**src/include/iqe_map.vh**
```
// Operation
// 160 positions per pole pair, 40 pulses
// A and B quarter cycle apart, direction-ordered
// index only with positive reference at rising crossing
// index output active high, low elsewhere
// one push-pull/open-drain select for A, B, index
// default 40 pulses, index enabled
// monitor output disabled until function chosen
// monitor output can carry digital alarm
// system holds retest input at ground
// counter clears on index, then counts edges
// interpolation factor 40,20,10,5,32,16,8,4 selectable
// push-pull by default, open-drain once programmed
// lock setting rejects further configuration changes
// each position step toggles one output only
`ifndef IQE_MAP_VH
`define IQE_MAP_VH

`define IQE_POS_PER_PP       16'h00A0
`define IQE_POS_W            8

`define IQE_ADDR_W           4
`define IQE_REG_CFG          4'h0
`define IQE_REG_STATUS       4'h4
`define IQE_REG_MASK         4'h8
`define IQE_REG_POS          4'hC

`define IQE_CFG_FACTOR_LSB   0
`define IQE_CFG_FACTOR_MSB   2
`define IQE_CFG_OPEN_DRAIN   3
`define IQE_CFG_MON_LSB      4
`define IQE_CFG_MON_MSB      6
`define IQE_CFG_INDEX_EN     7
`define IQE_CFG_LOCK         8
`define IQE_CFG_THR_LSB      16
`define IQE_CFG_THR_MSB      27

`define IQE_FACTOR_RST       3'h0
`define IQE_MON_RST          3'h0
`define IQE_THR_RST          12'h100

`define IQE_MON_OFF          3'h0
`define IQE_MON_FIELD        3'h1
`define IQE_MON_SIN          3'h2
`define IQE_MON_COS          3'h3
`define IQE_MON_REF          3'h4
`define IQE_MON_ALARM        3'h5

`define IQE_ST_INDEX         0
`define IQE_ST_ALARM         1
`define IQE_ST_REJECT        2
`define IQE_ST_W             3

`define IQE_INDEX_NS         200
`define IQE_CLK_MHZ          250

`endif

```
**src/core/iqe_sync.v**
```verilog
module iqe_sync (
	input  wire core_clk,
	input  wire rst_b,
	input  wire async_in,
	output wire sync_out
);
	reg meta_ff;
	reg sync_ff;

	always @(posedge core_clk or negedge rst_b) begin
		if (!rst_b) begin
			meta_ff <= 1'b0;
			sync_ff <= 1'b0;
		end else begin
			meta_ff <= async_in;
			sync_ff <= meta_ff;
		end
	end

	assign sync_out = sync_ff;
endmodule

```
**src/core/iqe_quad_gen.v**
```verilog
`include "iqe_map.vh"

module iqe_quad_gen #(
	parameter POS_W = `IQE_POS_W
) (
	input  wire             core_clk,
	input  wire             rst_b,
	input  wire [POS_W-1:0] pos,
	input  wire [2:0]       factor_sel,
	output reg              quad_a,
	output reg              quad_b
);
	reg  [7:0]  edges_per_pp;
	wire [15:0] prod;
	wire [15:0] step;

	// quadrature edges per pole pair are four times the pulse count
	always @* begin
		case (factor_sel)
			3'h0: edges_per_pp = 8'hA0;
			3'h1: edges_per_pp = 8'h50;
			3'h2: edges_per_pp = 8'h28;
			3'h3: edges_per_pp = 8'h14;
			3'h4: edges_per_pp = 8'h80;
			3'h5: edges_per_pp = 8'h40;
			3'h6: edges_per_pp = 8'h20;
			default: edges_per_pp = 8'h10;
		endcase
	end

	// at most one edge per position since edges never exceed positions
	assign prod = {{(16-POS_W){1'b0}}, pos} * {8'h00, edges_per_pp};
	assign step = prod / `IQE_POS_PER_PP;

	always @(posedge core_clk or negedge rst_b) begin
		if (!rst_b) begin
			quad_a <= 1'b0;
			quad_b <= 1'b0;
		end else begin
			quad_a <= step[1] ^ step[0];
			quad_b <= step[1];
		end
	end
endmodule

```
**src/core/iqe_encoder.v**
```verilog
// The placing of the registers and the plain strobed port were decided locally.
`include "iqe_map.vh"

module iqe_encoder #(
	parameter SIG_W = 12,
	parameter POS_W = `IQE_POS_W
) (
	input  wire                    core_clk,
	input  wire                    rst_b,
	input  wire [POS_W-1:0]        interp_pos,
	input  wire signed [SIG_W-1:0] in_phase_track_signal,
	input  wire signed [SIG_W-1:0] shifted_track_signal,
	input  wire signed [SIG_W-1:0] ref_track_signal,
	input  wire                    retest_input,
	input  wire [`IQE_ADDR_W-1:0]  reg_addr,
	input  wire [31:0]             reg_wdata,
	input  wire                    reg_wr,
	input  wire                    reg_rd,
	output reg  [31:0]             reg_rdata,
	output wire                    irq,
	output reg                     quad_a_out,
	output reg                     quad_a_oe,
	output reg                     quad_b_out,
	output reg                     quad_b_oe,
	output reg                     index_out,
	output reg                     index_oe,
	output reg                     monitor_out,
	output reg                     monitor_oe,
	output wire [2:0]              monitor_sel
);
	// the product is worked out at full width, then cut to the counter's width on purpose
	localparam integer INDEX_CYC_FULL = (`IQE_INDEX_NS * `IQE_CLK_MHZ) / 1000;
	localparam [7:0]   INDEX_CYC      = INDEX_CYC_FULL[7:0];

	reg  [2:0]             factor_ff;
	reg                    open_drain_ff;
	reg  [2:0]             mon_sel_ff;
	reg                    index_en_ff;
	reg                    lock_ff;
	reg  [SIG_W-1:0]       thr_ff;
	reg  [`IQE_ST_W-1:0]   status_ff;
	reg  [`IQE_ST_W-1:0]   mask_ff;
	reg                    sin_neg_ff;
	reg  [7:0]             index_cnt_ff;
	reg                    alarm_ff;
	reg  [`IQE_ST_W-1:0]   nxt_status;
	reg  [31:0]            nxt_rdata;
	wire                   retest_sync;
	wire                   quad_a;
	wire                   quad_b;
	wire                   rising_cross;
	wire                   ref_positive;
	wire                   index_hit;
	wire                   index_level;
	wire [SIG_W-1:0]       abs_sin;
	wire [SIG_W-1:0]       abs_cos;
	wire                   alarm_now;
	wire                   cfg_wr;
	wire                   reject;

	iqe_sync u_retest_sync (
		.core_clk (core_clk),
		.rst_b    (rst_b),
		.async_in (retest_input),
		.sync_out (retest_sync)
	);

	iqe_quad_gen #(
		.POS_W (POS_W)
	) u_quad_gen (
		.core_clk   (core_clk),
		.rst_b      (rst_b),
		.pos        (interp_pos),
		.factor_sel (factor_ff),
		.quad_a     (quad_a),
		.quad_b     (quad_b)
	);

	// configuration writes bounce once the lock bit has been set
	assign cfg_wr = reg_wr && (reg_addr == `IQE_REG_CFG) && !lock_ff;
	assign reject = reg_wr && (reg_addr == `IQE_REG_CFG) && lock_ff;

	always @(posedge core_clk or negedge rst_b) begin
		if (!rst_b) begin
			factor_ff     <= `IQE_FACTOR_RST;
			open_drain_ff <= 1'b0;
			mon_sel_ff    <= `IQE_MON_RST;
			index_en_ff   <= 1'b1;
			lock_ff       <= 1'b0;
			thr_ff        <= `IQE_THR_RST;
		end else if (cfg_wr) begin
			factor_ff     <= reg_wdata[`IQE_CFG_FACTOR_MSB:`IQE_CFG_FACTOR_LSB];
			open_drain_ff <= reg_wdata[`IQE_CFG_OPEN_DRAIN];
			mon_sel_ff    <= reg_wdata[`IQE_CFG_MON_MSB:`IQE_CFG_MON_LSB];
			index_en_ff   <= reg_wdata[`IQE_CFG_INDEX_EN];
			lock_ff       <= reg_wdata[`IQE_CFG_LOCK];
			thr_ff        <= reg_wdata[`IQE_CFG_THR_MSB:`IQE_CFG_THR_LSB];
		end
	end

	// index: sin crosses from negative to non-negative while reference is above zero
	assign rising_cross = sin_neg_ff && !in_phase_track_signal[SIG_W-1];
	assign ref_positive = !ref_track_signal[SIG_W-1] && (ref_track_signal != {SIG_W{1'b0}});
	assign index_hit    = rising_cross && ref_positive && index_en_ff;
	assign index_level  = (index_cnt_ff != 8'h00);

	always @(posedge core_clk or negedge rst_b) begin
		if (!rst_b) begin
			sin_neg_ff   <= 1'b0;
			index_cnt_ff <= 8'h00;
		end else begin
			sin_neg_ff <= in_phase_track_signal[SIG_W-1];
			if (index_hit) begin
				index_cnt_ff <= INDEX_CYC;
			end else if (index_level) begin
				index_cnt_ff <= index_cnt_ff - 8'h01;
			end
		end
	end

	// alarm when both tracks sit below the amplitude threshold
	assign abs_sin   = in_phase_track_signal[SIG_W-1] ? -in_phase_track_signal
		: in_phase_track_signal;
	assign abs_cos   = shifted_track_signal[SIG_W-1] ? -shifted_track_signal
		: shifted_track_signal;
	assign alarm_now = (abs_sin < thr_ff) && (abs_cos < thr_ff);

	// pin drivers: open-drain only pulls low, so the enable carries the level
	always @(posedge core_clk or negedge rst_b) begin
		if (!rst_b) begin
			quad_a_out  <= 1'b0;
			quad_a_oe   <= 1'b0;
			quad_b_out  <= 1'b0;
			quad_b_oe   <= 1'b0;
			index_out   <= 1'b0;
			index_oe    <= 1'b0;
			monitor_out <= 1'b0;
			monitor_oe  <= 1'b0;
			alarm_ff    <= 1'b0;
		end else begin
			alarm_ff <= alarm_now;
			if (open_drain_ff) begin
				quad_a_out <= 1'b0;
				quad_a_oe  <= !quad_a;
				quad_b_out <= 1'b0;
				quad_b_oe  <= !quad_b;
				index_out  <= 1'b0;
				index_oe   <= !index_level;
			end else begin
				quad_a_out <= quad_a;
				quad_a_oe  <= 1'b1;
				quad_b_out <= quad_b;
				quad_b_oe  <= 1'b1;
				index_out  <= index_level;
				index_oe   <= 1'b1;
			end
			// analog selections leave this digital driver off
			monitor_out <= (mon_sel_ff == `IQE_MON_ALARM) && alarm_now;
			monitor_oe  <= (mon_sel_ff == `IQE_MON_ALARM);
		end
	end

	assign monitor_sel = mon_sel_ff;

	// sticky status: a new event wins over a same-cycle clear
	always @* begin
		nxt_status = status_ff;
		if (reg_wr && (reg_addr == `IQE_REG_STATUS)) begin
			nxt_status = status_ff & ~reg_wdata[`IQE_ST_W-1:0];
		end
		if (index_hit) begin
			nxt_status[`IQE_ST_INDEX] = 1'b1;
		end
		if (alarm_now && !alarm_ff) begin
			nxt_status[`IQE_ST_ALARM] = 1'b1;
		end
		if (reject) begin
			nxt_status[`IQE_ST_REJECT] = 1'b1;
		end
	end

	always @(posedge core_clk or negedge rst_b) begin
		if (!rst_b) begin
			status_ff <= {`IQE_ST_W{1'b0}};
			mask_ff   <= {`IQE_ST_W{1'b0}};
		end else begin
			status_ff <= nxt_status;
			if (reg_wr && (reg_addr == `IQE_REG_MASK)) begin
				mask_ff <= reg_wdata[`IQE_ST_W-1:0];
			end
		end
	end

	assign irq = |(status_ff & mask_ff);

	always @* begin
		nxt_rdata = 32'h0000_0000;
		if (reg_addr == `IQE_REG_CFG) begin
			nxt_rdata[`IQE_CFG_FACTOR_MSB:`IQE_CFG_FACTOR_LSB] = factor_ff;
			nxt_rdata[`IQE_CFG_OPEN_DRAIN]                     = open_drain_ff;
			nxt_rdata[`IQE_CFG_MON_MSB:`IQE_CFG_MON_LSB]       = mon_sel_ff;
			nxt_rdata[`IQE_CFG_INDEX_EN]                       = index_en_ff;
			nxt_rdata[`IQE_CFG_LOCK]                           = lock_ff;
			nxt_rdata[`IQE_CFG_THR_MSB:`IQE_CFG_THR_LSB]       = thr_ff;
		end else if (reg_addr == `IQE_REG_STATUS) begin
			nxt_rdata[`IQE_ST_W-1:0] = status_ff;
		end else if (reg_addr == `IQE_REG_MASK) begin
			nxt_rdata[`IQE_ST_W-1:0] = mask_ff;
		end else if (reg_addr == `IQE_REG_POS) begin
			nxt_rdata[POS_W-1:0] = interp_pos;
			nxt_rdata[8]         = quad_a;
			nxt_rdata[9]         = quad_b;
			nxt_rdata[10]        = index_level;
			nxt_rdata[11]        = alarm_ff;
			// a high level here means the retest pin is not tied low
			nxt_rdata[12]        = retest_sync;
		end
	end

	always @(posedge core_clk or negedge rst_b) begin
		if (!rst_b) begin
			reg_rdata <= 32'h0000_0000;
		end else if (reg_rd) begin
			reg_rdata <= nxt_rdata;
		end else begin
			reg_rdata <= 32'h0000_0000;
		end
	end
endmodule

```
**config.mk**
```make
export PLATFORM = sky130hd
export DESIGN_NAME = iqe_encoder
export DESIGN_NICKNAME = d
export VERILOG_FILES = /design/src/core/iqe_sync.v /design/src/core/iqe_quad_gen.v /design/src/core/iqe_encoder.v
export VERILOG_INCLUDE_DIRS = /design/src /design/src/include
export SDC_FILE = /design/constraint.sdc
export NUM_CORES = 1
export LEC_CHECK = 0
export BUFFER_PORTS_ARGS = -buffer_cell sky130_fd_sc_hd__buf_2
export CAP_MARGIN = 30
export CORE_ASPECT_RATIO = 0.8
export CORE_MARGIN = 2
export CORE_UTILIZATION = 45
export CTS_CLUSTER_DIAMETER = 40
export DETAILED_ROUTE_END_ITERATION = 10
export GPL_TIMING_DRIVEN = 0
export PLACE_DENSITY = 0.64
export SYNTH_ARGS = -nofsm -noshare
export SYNTH_HDL_FRONTEND = slang
export SYNTH_SLANG_ARGS = --single-unit
```
**constraint.sdc**
```tcl
create_clock -name core_clk -period 8.6 [get_ports core_clk]
set_clock_uncertainty 0.05 [all_clocks]
set_input_delay 2.58 -clock core_clk [delete_from_list [all_inputs] [get_ports core_clk]]
set_output_delay 2.58 -clock core_clk [all_outputs]
set_load 0.005 [all_outputs]
```
* After elaboration in Yosys (flattened, before gate mapping)
Cells that the tools add are included.
Operators by class: muxes and demuxes 24, $mul 1, equality and inequality tests 10, bitwise gates (word level) 4, order comparisons 2, $add $sub $neg 3, reductions and logical operators 28, div/mod/pow operators 1
Operator list (count):
- one-hot mux 8 bit (7 select lines) | 1
- 2-to-1 mux 12 bit | 3
- 2-to-1 mux 28 bit | 1
- < comparator 12 bit | 2
- negation 12 bit | 2
- 2-to-1 mux 10 bit | 2
- divider 16 x 8 -> 16 bit (second input constant) | 1
- multiplier 8 x 8 -> 16 bit | 1
- 2-to-1 mux 8 bit | 2
- 2-to-1 mux 13 bit | 1
- equality test 3 bit (second input constant) | 4
- logical AND 1 bit | 12
- nonzero test 12 bit | 1
- 2-to-1 mux 1 bit | 9
- 2-to-1 mux 3 bit | 3
- 2-to-1 mux 9 bit | 1
- equality test 4 bit (second input constant) | 2
- nonzero test 2 bit | 4
- nonzero test 8 bit | 1
- subtractor 8 x 1 -> 8 bit (second input constant) | 1
- logical NOT 1 bit | 7
- bitwise AND 3 bit | 2
- equality test 3 x 2 -> 1 bit (second input constant) | 2
- equality test 4 x 3 -> 1 bit (second input constant) | 1
- other kinds (7) | 7
Storage, ports and cells: bits in registers 81, bits of input ports 85, logic and storage cells 99, output and inout port bits 44

* Depth between registers and ports, before layout
Gate-level depths: netlist of run 1.
depth after elaboration 6, depth in mapped cells 29, mapped depth without buffers 27

* Cells and area by module
A second synthesis of run 1 with hierarchy kept.
Second synthesis, totals: cells, all modules 680, area total of the unflattened synthesis 6470.0 um^2
Modules (own cells, without submodules):
- iqe_encoder | sequential area each 1754.2 um^2, area each 3743.6 um^2, cells each 356, times used 1
- iqe_quad_gen | sequential area each 50.0 um^2, area each 2676.3 um^2, cells each 322, times used 1
- iqe_sync | sequential area each 50.0 um^2, area each 50.0 um^2, cells each 2, times used 1

* Least setup slack after synthesis of run 1
No wires, ideal clock.
path type input to register, start point input interp_pos[3], end point register u_quad_gen.quad_a, arrival time 8.463 ns, stages on the path 26, slack -0.043 ns, data required time 8.419 ns, cells stage by stage nand2_1 > fa_1 > inv_1 > fa_1 > inv_1 > fa_1 > inv_1 > ha_1 > inv_1 > fa_1 > nand2b_1 > a21oi_1 > o31ai_2 > a21o_1 > clkbuf_1 > o2111ai_1 > mux2i_1 > a221o_1 > nand4bb_4 > nor3b_1 > a2111o_1 > buf_6 > or4b_1 > a311oi_2 > a211o_1 > mux2i_1
Between the ends: word-level cells in the longest chain between the ends 3
RTL lines:
- start: declaration | RTL line iqe_encoder.v:10 | input wire [POS_W-1:0] interp_pos,
- multiplier 8 x 8 -> 16 bit | RTL line iqe_quad_gen.v:32 | assign prod = {{(16-POS_W){1'b0}}, pos} * {8'h00, edges_per_pp};
- divider 16 x 8 -> 16 bit (no source line)
- bitwise XOR 1 bit | RTL line iqe_quad_gen.v:40 | quad_a <= step[1] ^ step[0];
- end signal: assignment | RTL line iqe_quad_gen.v:40
- end: declaration | RTL line iqe_quad_gen.v:10 | output reg quad_a,
Every way passes these cells. A chain may end at the register's enable or synchronous reset.

* Final worst setup path of run 1
start point input interp_pos[2], end point register u_quad_gen.quad_a
Same word-level chain as after synthesis.

==> results of run 1 <==
==> cell type report <==
class,count,area (µm²)
inverter,42,158
buffer,25,156
multi-input combinational,543,4640
clock inverter,7,70.1
clock buffer,9,225
sequential,74,1850
tap,180,225
fill,1147,5460
timing repair buffer,145,866
==> critical path, cell delays in order <==
cell and delay (ns):
sky130_fd_sc_hd__buf_4 0.15, sky130_fd_sc_hd__and2_1 0.16, sky130_fd_sc_hd__fa_1 0.49, sky130_fd_sc_hd__fa_2 0.61, sky130_fd_sc_hd__fa_1 0.45, sky130_fd_sc_hd__ha_4 0.24
sky130_fd_sc_hd__ha_4 0.26, sky130_fd_sc_hd__buf_6 0.11, sky130_fd_sc_hd__o21ai_0 0.09, sky130_fd_sc_hd__o21a_2 0.23, sky130_fd_sc_hd__or4_4 0.55, sky130_fd_sc_hd__o21a_4 0.16
sky130_fd_sc_hd__nand3_4 0.09, sky130_fd_sc_hd__o31ai_1 0.07, sky130_fd_sc_hd__a221o_1 0.41, sky130_fd_sc_hd__nand4bb_4 0.28, sky130_fd_sc_hd__nor3b_2 0.21, sky130_fd_sc_hd__a2111o_1 0.33
sky130_fd_sc_hd__buf_6 0.14, sky130_fd_sc_hd__or4b_4 0.49, sky130_fd_sc_hd__a311oi_4 0.33, sky130_fd_sc_hd__a211o_1 0.14, sky130_fd_sc_hd__mux2i_1 0.08
==> state kept, by name, summed over array words and instances, names as in the netlist, 3 cells and up <==
signal        cells
index_cnt_ff      8
thr_ff           12
mask_ff           3
reg_rdata        25
factor_ff         3
monitor_sel       3
status_ff         3
==> cell usage after synthesis (all sizes together), types with 11 or more instances <==
master  count  share of area, %
nand2      62               3.7
o21ai      35               2.8
buf        12               1.3
nor2       25               1.5
a21oi      24               1.9
nor3       16               1.3
mux2       11               2.0
or3        12               1.2
nand3      17               1.3
clkbuf     14              0.83
nand2b     12               1.2
ha         57                11
and2       55               5.4
fa         25               7.9
inv        42               2.5
dfrtp      72                28
xnor2      31               4.3
a21o       25               3.0
==> per-layer routing <==
metal / wire, µm / part of all wire [%]
met3: 850 / 5.2
met1: 7860 / 48
met5: 0 / 0
met2: 7530 / 46
met4: 172 / 1.0
==> stage by stage <==
step | setup TNS [ns] | util, % | instances
after floorplan | 0 | - | 685
after global placement | -1.14 | 52.3 | 975
after detailed placement | -1.22 | 52.3 | 976
after CTS | 0 | 55.9 | 999
after global routing | -0.0778 | 60.0 | 1025
final | 0 | 60.0 | 1025
==> worst min path at each step <==
stage / depth (start not counted) / slack (ns) / from / end
global placement: 0 / 0.30 / u_retest_sync.meta_ff / u_retest_sync.sync_out
floorplan: 0 / 0.28 / u_retest_sync.meta_ff / u_retest_sync.sync_out
finish: 0 / 0.31 / u_retest_sync.meta_ff / u_retest_sync.sync_out
detailed placement: 0 / 0.29 / u_retest_sync.meta_ff / u_retest_sync.sync_out
CTS: 0 / 0.31 / u_retest_sync.meta_ff / u_retest_sync.sync_out
global route: 0 / 0.32 / u_retest_sync.meta_ff / u_retest_sync.sync_out
==> cell families after synthesis <==
| kind of cell | count (synthesis) | synth area share, % |
|---|---|---|
| AND/OR/NAND/NOR | 241 | 20.5 |
| AO/OA/AOI/OAI | 151 | 16.8 |
| adder cells (fa/ha/maj) | 82 | 19.2 |
| flip-flops | 74 | 29.3 |
| buffers and inverters | 68 | 4.67 |
| XOR/XNOR | 41 | 5.91 |
| multiplexers | 21 | 3.54 |
| other | 1 | 0.0593 |
==> cell usage in the layout (no fill, tap or decap), types with 14 or more instances in the layout <==
cell type	instances
sky130_fd_sc_hd__buf_2	106
sky130_fd_sc_hd__dfrtp_1	72
sky130_fd_sc_hd__nand2_1	56
sky130_fd_sc_hd__and2_1	53
sky130_fd_sc_hd__ha_1	47
sky130_fd_sc_hd__buf_4	41
sky130_fd_sc_hd__inv_1	40
sky130_fd_sc_hd__xnor2_1	28
sky130_fd_sc_hd__o21ai_0	27
sky130_fd_sc_hd__a21o_1	25
sky130_fd_sc_hd__fa_1	23
sky130_fd_sc_hd__nor2_1	20
sky130_fd_sc_hd__a21oi_1	19
sky130_fd_sc_hd__nor3_1	15
sky130_fd_sc_hd__nand3_1	14
==> repair_timing <==
action / 4_1_cts / 5_1_grt
pin swaps: 11 / 44
gates resized for setup: 29 / 79
buffers inserted: 8 / 26
endpoints found under the setup margin: 2 / 2
==> impl_metrics.prom, run 1 <==
# TYPE chip_impl_metric gauge
chip_impl_metric{name="gp_congestion",unit=""} 0.846
chip_impl_metric{name="maximum_number_of_pins_on_one_net_before_global_route_repair",unit=""} 75
chip_impl_info{name="critPathKind",value="input pin to register"} 1
chip_impl_metric{name="detailedRoute.firstIterationViolations",unit=""} 351
chip_impl_metric{name="layout-area-overhead-vs-synth",unit="%"} 29.5
chip_impl_metric{name="clkTransAtPathRegs",unit="ns"} 0.05
chip_impl_metric{name="antenna_violations_before_repair",unit=""} 0
chip_impl_metric{name="ctsHtreeMaxLevel",unit=""} 3
chip_impl_info{name="tritoncts",value="yes"} 1
chip_impl_metric{name="placed_area",unit="µm²"} 7140
chip_impl_metric{name="syn-cell-area",unit="µm²"} 6320
chip_impl_metric{name="timing_worst_slew_pin_value",unit="ns"} 1.03
chip_impl_metric{name="route.antenna.remaining_nets",unit=""} 0
chip_impl_metric{name="required",unit="ns"} 8.73
chip_impl_metric{name="tritoncts.num_buffers",unit=""} 9
chip_impl_info{name="critPathCaptureType",value="register"} 1
chip_impl_info{name="cp-startpoint",value="interp_pos[2]"} 1
chip_impl_metric{name="grt_pass1_vias",unit=""} 5129
chip_impl_metric{name="diodes",unit=""} 0
chip_impl_metric{name="total_of_hold_buffers_inserted_after_clock_tree_synthesis",unit=""} 0
chip_impl_metric{name="path_max_fanout",unit=""} 7
chip_impl_metric{name="die_height",unit="µm"} 110
chip_impl_metric{name="design.die.area",unit="µm²"} 15000
chip_impl_metric{name="fin_nets",unit=""} 1007
chip_impl_info{name="cp-endpoint",value="u_quad_gen.quad_a"} 1
chip_impl_info{name="outcome",value="complete, no violations"} 1
chip_impl_metric{name="num_vias",unit=""} 5631
chip_impl_metric{name="finalHoldViolCount",unit=""} 0
chip_impl_metric{name="hpwl",unit="µm"} 12400
chip_impl_metric{name="clkLatencyLatePin",unit="ns"} 0.32
chip_impl_metric{name="postLayoutCellArea",unit="µm²"} 8190
chip_impl_metric{name="fin_crit_sh",unit="%"} 99.0
chip_impl_metric{name="rr_worst_depth",unit=""} 28
chip_impl_metric{name="drt_drc_violations_left",unit=""} 0
chip_impl_metric{name="worst_hold_margin",unit="ns"} 0.307
chip_impl_metric{name="postSynthCellCount",unit=""} 679
chip_impl_metric{name="setup_slack",unit="ns"} 0.0894
chip_impl_metric{name="avgViaCountPerCell",unit=""} 5.49
chip_impl_metric{name="grt.total_usage",unit="%"} 21.4
chip_impl_metric{name="setup-violations-final",unit=""} 0
chip_impl_metric{name="synth.yosys.seq_area_share",unit="%"} 29.3
chip_impl_metric{name="synth_edf_count",unit=""} 0
chip_impl_metric{name="synthesis_stage_register_bit_count",unit=""} 74
chip_impl_metric{name="ys.warnings.count",unit=""} 0
chip_impl_metric{name="grt_overflow_total",unit=""} 0
chip_impl_metric{name="floorplan.rows",unit=""} 38
chip_impl_metric{name="grt_util_met2",unit="%"} 32.7
chip_impl_metric{name="synth.distinct_cells",unit=""} 72
chip_impl_metric{name="io_pins",unit=""} 129
chip_impl_metric{name="wire_per_inst",unit="µm"} 16.0
chip_impl_metric{name="drv.max_cap_violation_count",unit=""} 0
chip_impl_metric{name="timing_max_transition_violations_final",unit=""} 0
chip_impl_metric{name="post-place-ws",unit="ns"} -0.749
chip_impl_metric{name="min_period",unit="ns"} 8.51
chip_impl_metric{name="worst-r2r-setup-slack",unit="ns"} 1.04
chip_impl_info{name="dominantRegCellSynth",value="sky130_fd_sc_hd__dfrtp_1"} 1
chip_impl_metric{name="post_synth.cell_area_avg",unit="µm²"} 9.31
chip_impl_metric{name="cts.sinks",unit=""} 74
chip_impl_metric{name="arrival",unit="ns"} 8.65
chip_impl_metric{name="core_area",unit="µm²"} 13600
chip_impl_metric{name="synthArstFlopShare",unit="%"} 100
chip_impl_metric{name="drt-pass1-iter-count",unit=""} 5
chip_impl_metric{name="grtUsageMet3",unit="%"} 2.88
chip_impl_metric{name="cts-root-to-sink-buffers",unit=""} 2
chip_impl_metric{name="floorplan.die.width",unit="µm"} 137
chip_impl_metric{name="gr-usage-met1",unit="%"} 32.0
chip_impl_metric{name="grt_pass1_wl",unit="µm"} 25500
chip_impl_metric{name="portBuffers",unit=""} 110
chip_impl_info{name="rr_endpoint",value="u_quad_gen.quad_a"} 1
chip_impl_info{name="kind_of_path_behind_the_tightest_hold_check",value="register to register"} 1
chip_impl_metric{name="initial_utilization",unit="%"} 46.4
chip_impl_metric{name="slew_headroom",unit="%"} 31.5
chip_impl_metric{name="drive_above_1_share",unit="%"} 31.5
chip_impl_info{name="reg2reg_from",value="factor_ff[1]"} 1
chip_impl_metric{name="wl",unit="µm"} 16400
chip_impl_metric{name="max_freq",unit="GHz"} 0.118
chip_impl_info{name="busiest_layer",value="met2"} 1
chip_impl_info{name="cts-root-buf",value="sky130_fd_sc_hd__clkbuf_16"} 1
chip_impl_info{name="worstSetupStartpointType",value="input pin"} 1
Power of run 1 is left out: the tool's default activity adds up to more than one toggle a clock period on the data nets, which glitch-free logic cannot reach.
==> inputs of run 2 (changes only) <==
==> constraint.sdc (replaced) <==
create_clock -name core_clk -period 8.6 [get_ports core_clk]
set_clock_uncertainty 0.05 [all_clocks]
set_input_delay 0 -clock core_clk [delete_from_list [all_inputs] [get_ports core_clk]]
set_output_delay 0 -clock core_clk [all_outputs]
set_load 0.005 [all_outputs]
==> impl_metrics.prom, run 2 (synthesis results as in run 1) <==
# TYPE chip_impl_metric gauge
chip_impl_metric{name="grt_pass1_wl",unit="µm"} 25400
chip_impl_metric{name="clkLatencyLatePin",unit="ns"} 0.34
chip_impl_metric{name="setup_slack",unit="ns"} 0.738
chip_impl_info{name="final_common_cell",value="sky130_fd_sc_hd__buf_2"} 1
chip_impl_metric{name="design.die.area",unit="µm²"} 15000
chip_impl_metric{name="floorplan.rows",unit=""} 38
chip_impl_info{name="commonest_non_fill_non_tap_cells_in_the_layout",value="111 x sky130_fd_sc_hd__buf_2, 72 x sky130_fd_sc_hd__dfrtp_1, 62 x sky130_fd_sc_hd__nand2_1"} 1
chip_impl_metric{name="die_height",unit="µm"} 110
chip_impl_metric{name="rr_worst_depth",unit=""} 27
chip_impl_metric{name="portBuffers",unit=""} 110
chip_impl_metric{name="grt_pass1_vias",unit=""} 5235
chip_impl_metric{name="worst-r2r-setup-slack",unit="ns"} 0.74
chip_impl_metric{name="timing_max_transition_violations_final",unit=""} 0
chip_impl_metric{name="fin_crit_sh",unit="%"} 91.4
chip_impl_info{name="outcome",value="complete, no violations"} 1
chip_impl_metric{name="wire_per_inst",unit="µm"} 15.5
chip_impl_metric{name="floorplan.die.width",unit="µm"} 137
chip_impl_metric{name="worst_hold_margin",unit="ns"} 0.0180
chip_impl_metric{name="antenna_violations_before_repair",unit=""} 0
chip_impl_metric{name="fill_cells",unit=""} 1202
chip_impl_metric{name="required",unit="ns"} 8.76
chip_impl_metric{name="diodes",unit=""} 0
chip_impl_metric{name="drive_above_1_share",unit="%"} 19.8
chip_impl_metric{name="post-place-cells",unit=""} 976
chip_impl_metric{name="core_area",unit="µm²"} 13600
chip_impl_metric{name="tritoncts.num_buffers",unit=""} 9
chip_impl_metric{name="timing_worst_slew_pin_value",unit="ns"} 0.904
chip_impl_metric{name="detailedRoute.firstIterationViolations",unit=""} 424
chip_impl_info{name="holdCritStartpoint",value="reg_wr"} 1
chip_impl_metric{name="drt-pass1-iter-count",unit=""} 5
chip_impl_metric{name="initial_utilization",unit="%"} 46.4
chip_impl_metric{name="maximum_number_of_pins_on_one_net_before_global_route_repair",unit=""} 75
chip_impl_metric{name="hold_path_depth",unit=""} 4
chip_impl_metric{name="grt_overflow_total",unit=""} 0
chip_impl_info{name="critPathCaptureType",value="register"} 1
chip_impl_metric{name="num_vias",unit=""} 5584
chip_impl_info{name="whs_endpoint",value="lock_ff"} 1
chip_impl_info{name="rr_endpoint",value="u_quad_gen.quad_a"} 1
chip_impl_metric{name="setup-violations-final",unit=""} 0
chip_impl_metric{name="finish.cell_count_without_fillers",unit=""} 1022
chip_impl_metric{name="finalHoldViolCount",unit=""} 0
chip_impl_metric{name="route.antenna.remaining_nets",unit=""} 0
chip_impl_metric{name="clkTransAtPathRegs",unit="ns"} 0.06
chip_impl_info{name="largestRegisters",value="reg_rdata x25, thr_ff x12, index_cnt_ff x8"} 1
chip_impl_metric{name="io_pins",unit=""} 129
chip_impl_info{name="kind_of_path_behind_the_tightest_hold_check",value="input pin to register"} 1
chip_impl_info{name="critPathKind",value="register to register"} 1
chip_impl_metric{name="cts.sinks",unit=""} 74
chip_impl_metric{name="wl",unit="µm"} 15800
chip_impl_metric{name="max_freq",unit="GHz"} 0.127
chip_impl_metric{name="hpwl",unit="µm"} 12400
chip_impl_metric{name="avgViaCountPerCell",unit=""} 5.46
chip_impl_metric{name="drv.max_cap_violation_count",unit=""} 0
chip_impl_metric{name="drt_drc_violations_left",unit=""} 0
chip_impl_metric{name="flip_flop_count_of_the_largest_register_after_layout",unit=""} 25
chip_impl_info{name="reg2reg_from",value="factor_ff[1]"} 1
chip_impl_metric{name="fin_nets",unit=""} 1004
chip_impl_info{name="largest_register",value="reg_rdata"} 1
chip_impl_metric{name="cts-root-to-sink-buffers",unit=""} 2
chip_impl_metric{name="grt.total_usage",unit="%"} 21.3
chip_impl_metric{name="post-place-ws",unit="ns"} 0.600
chip_impl_info{name="cts-root-buf",value="sky130_fd_sc_hd__clkbuf_16"} 1
chip_impl_metric{name="path_max_fanout",unit=""} 10
chip_impl_metric{name="ctsHtreeMaxLevel",unit=""} 3
chip_impl_metric{name="tns",unit="ns"} 0
chip_impl_metric{name="gp_congestion",unit=""} 0.869
chip_impl_metric{name="slew_headroom",unit="%"} 39.7
chip_impl_info{name="rsz0062_at_grt",value="no"} 1
chip_impl_metric{name="arrival",unit="ns"} 8.02
chip_impl_metric{name="min_period",unit="ns"} 7.86
chip_impl_info{name="tritoncts",value="yes"} 1
chip_impl_info{name="worstSetupStartpointType",value="register"} 1
chip_impl_metric{name="layout-area-overhead-vs-synth",unit="%"} 22.3
[run 2: cell types whose count changed in the layout (fill, tap and decap cells not counted), sizes merged]
cell         previous run  this run
dlygate4sd3             0        30
clkinv                  5         2
inv                    42        44
buf                   157       123
clkbuf                 22        23
clkinvlp                1         2
[run 2: worst max-delay path by stage]
stage / start / to / slack, ns / cells after the start
global route: factor_ff[1] / u_quad_gen.quad_a / 0.16 / 27
CTS: factor_ff[1] / u_quad_gen.quad_a / 0.53 / 27
detailed placement: factor_ff[1] / u_quad_gen.quad_a / 0.60 / 27
finish: factor_ff[1] / u_quad_gen.quad_a / 0.74 / 27
floorplan: factor_ff[1] / u_quad_gen.quad_a / 1.61 / 28
global placement: factor_ff[1] / u_quad_gen.quad_a / 0.73 / 27
[run 2: critical path: stages, from the launching register on]
cell and delay, ns:
sky130_fd_sc_hd__dfrtp_1 0.41, sky130_fd_sc_hd__inv_1 0.12, sky130_fd_sc_hd__nor3_1 0.59, sky130_fd_sc_hd__nand2_1 0.16, sky130_fd_sc_hd__fa_1 0.53, sky130_fd_sc_hd__inv_1 0.06, sky130_fd_sc_hd__fa_1 0.53, sky130_fd_sc_hd__inv_1 0.06
sky130_fd_sc_hd__fa_1 0.51, sky130_fd_sc_hd__inv_1 0.04, sky130_fd_sc_hd__ha_1 0.29, sky130_fd_sc_hd__inv_1 0.06, sky130_fd_sc_hd__fa_1 0.47, sky130_fd_sc_hd__nand2b_1 0.22, sky130_fd_sc_hd__a21oi_1 0.28, sky130_fd_sc_hd__or2_1 0.21
sky130_fd_sc_hd__a21o_1 0.14, sky130_fd_sc_hd__clkbuf_1 0.36, sky130_fd_sc_hd__mux2i_1 0.32, sky130_fd_sc_hd__o211ai_1 0.12, sky130_fd_sc_hd__a221oi_2 0.55, sky130_fd_sc_hd__nor3b_1 0.12, sky130_fd_sc_hd__a2111o_1 0.38, sky130_fd_sc_hd__buf_6 0.15
sky130_fd_sc_hd__or4b_1 0.48, sky130_fd_sc_hd__a311oi_2 0.31, sky130_fd_sc_hd__a211o_1 0.14, sky130_fd_sc_hd__mux2i_1 0.07
[run 2: stage by stage]
stage | utilization, % | cell area, µm²
2_1_floorplan | - | 6350
5_1_grt | 56.7 | 7730
3_5_place_dp | 52.3 | 7130
4_1_cts | 56.7 | 7730
3_3_place_gp | 52.2 | 7120
6_report | 56.7 | 7730
[run 2: what timing repair did]
action / CTS / global route
buffers inserted: 0 / 0
hold buffers: 30 / 0
setup endpoints to repair: 0 / 1
hold endpoints to repair: 109 / 0
gates resized for setup: 0 / 1
[run 2: metal layers]
metal | global-route usage, % | vias to the layer above | share of wire, %
met5 | 0 | - | 0
met4 | 4.76 | 0 | 1.1
met3 | 2.83 | 15 | 6.0
met2 | 34.6 | 184 | 45
met1 | 30.4 | 2672 | 48
li1 | - | 2713 | -
[run 2: cell type report]
class | instances | area [µm²] | share of cell area [%]
multi-input cells | 543 | 4200 | 54.3
flip-flops and latches | 74 | 1850 | 24.0
repair buffers | 141 | 861 | 11.1
clock buffers | 9 | 225 | 2.91
well taps | 180 | 225 | 2.91
inverters | 42 | 158 | 2.04
plain buffers | 26 | 138 | 1.78
clock inverters | 7 | 76.3 | 0.987
Power of run 2 is left out for the same reason.
==> inputs of run 3 (changes only) <==
Settings changed: PLACE_DENSITY 0.64 to 0.66.
Clock period 8.6 ns to 6.6 ns, I/O delays scaled along.
==> impl_metrics.prom, run 3 (synthesis results as in run 1) <==
# TYPE chip_impl_metric gauge
chip_impl_metric{name="design.die.area",unit="µm²"} 15000
chip_impl_metric{name="wirelength_met1",unit="µm"} 8200
chip_impl_metric{name="grt_overflow_total",unit=""} 0
chip_impl_metric{name="diodes",unit=""} 0
chip_impl_info{name="reg2reg_from",value="factor_ff[1]"} 1
chip_impl_metric{name="detailroute.wirelength.met3",unit="µm"} 1010
chip_impl_info{name="commonest_non_fill_non_tap_cells_in_the_layout",value="111 x sky130_fd_sc_hd__buf_2, 69 x sky130_fd_sc_hd__dfrtp_1, 64 x sky130_fd_sc_hd__buf_4"} 1
chip_impl_metric{name="required",unit="ns"} 6.75
chip_impl_info{name="cts-root-buf",value="sky130_fd_sc_hd__clkbuf_16"} 1
chip_impl_metric{name="min_period",unit="ns"} 6.75
chip_impl_metric{name="antenna_violations_before_repair",unit=""} 0
chip_impl_metric{name="wire_per_inst",unit="µm"} 16.7
chip_impl_info{name="violated_checks",value="setup timing"} 1
chip_impl_metric{name="grt_pass1_vias",unit=""} 5617
chip_impl_info{name="largestRegisters",value="reg_rdata x25, thr_ff x12, index_cnt_ff x8"} 1
chip_impl_metric{name="clkTransAtPathRegs",unit="ns"} 0.05
chip_impl_info{name="rr_endpoint",value="u_quad_gen.quad_a"} 1
chip_impl_metric{name="gp_congestion",unit=""} 0.893
chip_impl_metric{name="grt.total_usage",unit="%"} 23.4
chip_impl_metric{name="avgViaCountPerCell",unit=""} 5.53
chip_impl_metric{name="drv.max_cap_violation_count",unit=""} 0
chip_impl_metric{name="tns",unit="ns"} -0.147
chip_impl_metric{name="wl",unit="µm"} 18100
chip_impl_metric{name="cts.sinks",unit=""} 74
chip_impl_info{name="critPathKind",value="register to register"} 1
chip_impl_metric{name="path_max_fanout",unit=""} 8
chip_impl_metric{name="grt_pass1_wl",unit="µm"} 27800
chip_impl_info{name="worstSetupStartpointType",value="register"} 1
chip_impl_metric{name="io_pins",unit=""} 129
chip_impl_metric{name="setup_slack",unit="ns"} -0.147
chip_impl_info{name="cp-startpoint",value="factor_ff[1]"} 1
chip_impl_metric{name="core_area",unit="µm²"} 13600
chip_impl_metric{name="maximum_number_of_pins_on_one_net_before_global_route_repair",unit=""} 75
chip_impl_metric{name="layout-area-overhead-vs-synth",unit="%"} 42.4
chip_impl_metric{name="drt_drc_violations_left",unit=""} 0
chip_impl_metric{name="floorplan.die.width",unit="µm"} 137
chip_impl_metric{name="cts-root-to-sink-buffers",unit=""} 2
chip_impl_metric{name="finalHoldViolCount",unit=""} 0
chip_impl_metric{name="met2_wirelength",unit="µm"} 8580
chip_impl_metric{name="timing_worst_slew_pin_value",unit="ns"} 1.00
chip_impl_metric{name="num_vias",unit=""} 5982
chip_impl_metric{name="tritoncts.num_buffers",unit=""} 9
chip_impl_info{name="holdCritStartpoint",value="reg_wr"} 1
chip_impl_metric{name="flip_flop_count_of_the_largest_register_after_layout",unit=""} 25
chip_impl_metric{name="max_freq",unit="GHz"} 0.148
chip_impl_info{name="largest_register",value="reg_rdata"} 1
chip_impl_info{name="tritoncts",value="yes"} 1
chip_impl_metric{name="route.antenna.remaining_nets",unit=""} 0
chip_impl_metric{name="ctsHtreeMaxLevel",unit=""} 3
chip_impl_info{name="final_common_cell",value="sky130_fd_sc_hd__buf_2"} 1
chip_impl_metric{name="drt-pass1-iter-count",unit=""} 5
chip_impl_metric{name="slew_headroom",unit="%"} 32.7
chip_impl_metric{name="clkLatencyLatePin",unit="ns"} 0.33
chip_impl_metric{name="detailedRoute.firstIterationViolations",unit=""} 373
chip_impl_metric{name="setup-violations-final",unit=""} 1
chip_impl_metric{name="floorplan.rows",unit=""} 38
chip_impl_metric{name="worst-r2r-setup-slack",unit="ns"} -0.15
chip_impl_metric{name="multi_input_area",unit="µm²"} 4930
chip_impl_metric{name="fill_cells",unit=""} 1040
chip_impl_metric{name="register_area",unit="µm²"} 1860
chip_impl_info{name="rsz0062_at_grt",value="yes"} 1
chip_impl_metric{name="rr_worst_depth",unit=""} 23
chip_impl_info{name="highest_layer",value="met4"} 1
chip_impl_metric{name="arrival",unit="ns"} 6.90
chip_impl_info{name="kind_of_path_behind_the_tightest_hold_check",value="input pin to register"} 1
chip_impl_metric{name="initial_utilization",unit="%"} 46.4
chip_impl_metric{name="drive_above_1_share",unit="%"} 35.5
chip_impl_info{name="cp-endpoint",value="u_quad_gen.quad_a"} 1
chip_impl_metric{name="portBuffers",unit=""} 110
chip_impl_metric{name="fin_nets",unit=""} 1064
chip_impl_info{name="outcome",value="complete, but fails checks"} 1
chip_impl_metric{name="die_height",unit="µm"} 110
chip_impl_info{name="critPathCaptureType",value="register"} 1
chip_impl_metric{name="hpwl",unit="µm"} 12600
chip_impl_metric{name="fin_crit_sh",unit="%"} 102
chip_impl_metric{name="timing_max_transition_violations_final",unit=""} 0
-- run 3: cell types whose count changed in the layout (fill, tap and decap cells not counted), moves of 6 or more --
| cell | change |
|---|---|
| sky130_fd_sc_hd__a21oi_1 | -6 |
| sky130_fd_sc_hd__nand2_1 | -9 |
| sky130_fd_sc_hd__nand2_2 | +9 |
| sky130_fd_sc_hd__nor2_1 | -6 |
| sky130_fd_sc_hd__buf_4 | +54 |
| sky130_fd_sc_hd__ha_4 | +11 |
| sky130_fd_sc_hd__inv_1 | -6 |
| sky130_fd_sc_hd__ha_1 | -11 |
-- run 3: how the worst min path moves through the flow --
stage,endpoint,cells after the start
floorplan,alarm_ff,0
global placement,u_retest_sync.meta_ff,1
detailed placement,u_retest_sync.meta_ff,1
CTS,lock_ff,4
global route,lock_ff,4
finish,lock_ff,4
-- run 3: cell type report --
type,count,area share (%)
clock inverters,4,0.556
well taps,180,2.50
clock buffers,12,2.85
flip-flops and latches,74,20.6
repair buffers,203,15.3
multi-input cells,543,54.8
plain buffers,24,1.65
inverters,42,1.81
-- run 3: worst max-delay path, stage by stage (launching register included) --
cell and delay, ns:
sky130_fd_sc_hd__dfrtp_2 0.44, sky130_fd_sc_hd__buf_4 0.16, sky130_fd_sc_hd__nor2b_4 0.22, sky130_fd_sc_hd__and2_4 0.19, sky130_fd_sc_hd__fa_1 0.44, sky130_fd_sc_hd__fa_1 0.56, sky130_fd_sc_hd__fa_1 0.45, sky130_fd_sc_hd__ha_1 0.35
sky130_fd_sc_hd__ha_4 0.20, sky130_fd_sc_hd__or3_1 0.38, sky130_fd_sc_hd__o31a_1 0.34, sky130_fd_sc_hd__buf_12 0.16, sky130_fd_sc_hd__xnor2_4 0.33, sky130_fd_sc_hd__buf_6 0.18, sky130_fd_sc_hd__nand4_1 0.08, sky130_fd_sc_hd__mux2i_1 0.18
sky130_fd_sc_hd__a221o_1 0.21, sky130_fd_sc_hd__nand4bb_4 0.17, sky130_fd_sc_hd__nor2_1 0.08, sky130_fd_sc_hd__a2111o_1 0.44, sky130_fd_sc_hd__or4b_4 0.51, sky130_fd_sc_hd__a311oi_4 0.29, sky130_fd_sc_hd__a211o_1 0.14, sky130_fd_sc_hd__mux2i_1 0.06
-- run 3: repair_timing --
action / CTS / global route
hold buffers: 30 / 0
pin swaps: 45 / 32
endpoints found under the hold margin: 109 / 0
setup endpoints to repair: 2 / 2
gates resized for setup: 85 / 55
setup buffers: 35 / 27
-- run 3: per-layer routing --
| layer | up-vias | GRT usage [%] |
|---|---|---|
| met1 | 2921 | 32.5 |
| met3 | 30 | 3.61 |
| li1 | 2833 | - |
| met4 | 0 | 4.46 |
| met2 | 198 | 39.0 |
| met5 | - | 0 |
-- run 3: metrics by stage --
stage | instances | hold slack (ns) | setup WS, ns | utilization, % | cell area (µm²)
6_report | 1082 | 0.0235 | -0.147 | 66.0 | 9010
3_3_place_gp | 975 | 0.0630 | -0.689 | 52.7 | 7190
3_5_place_dp | 976 | 0.0671 | -0.735 | 52.8 | 7200
2_1_floorplan | 685 | -0.346 | 0.0385 | - | 6420
4_1_cts | 1056 | 0.0153 | -0.103 | 62.7 | 8550
5_1_grt | 1082 | 0.0725 | -0.345 | 66.0 | 9010
Power of run 3 is left out for the same reason.
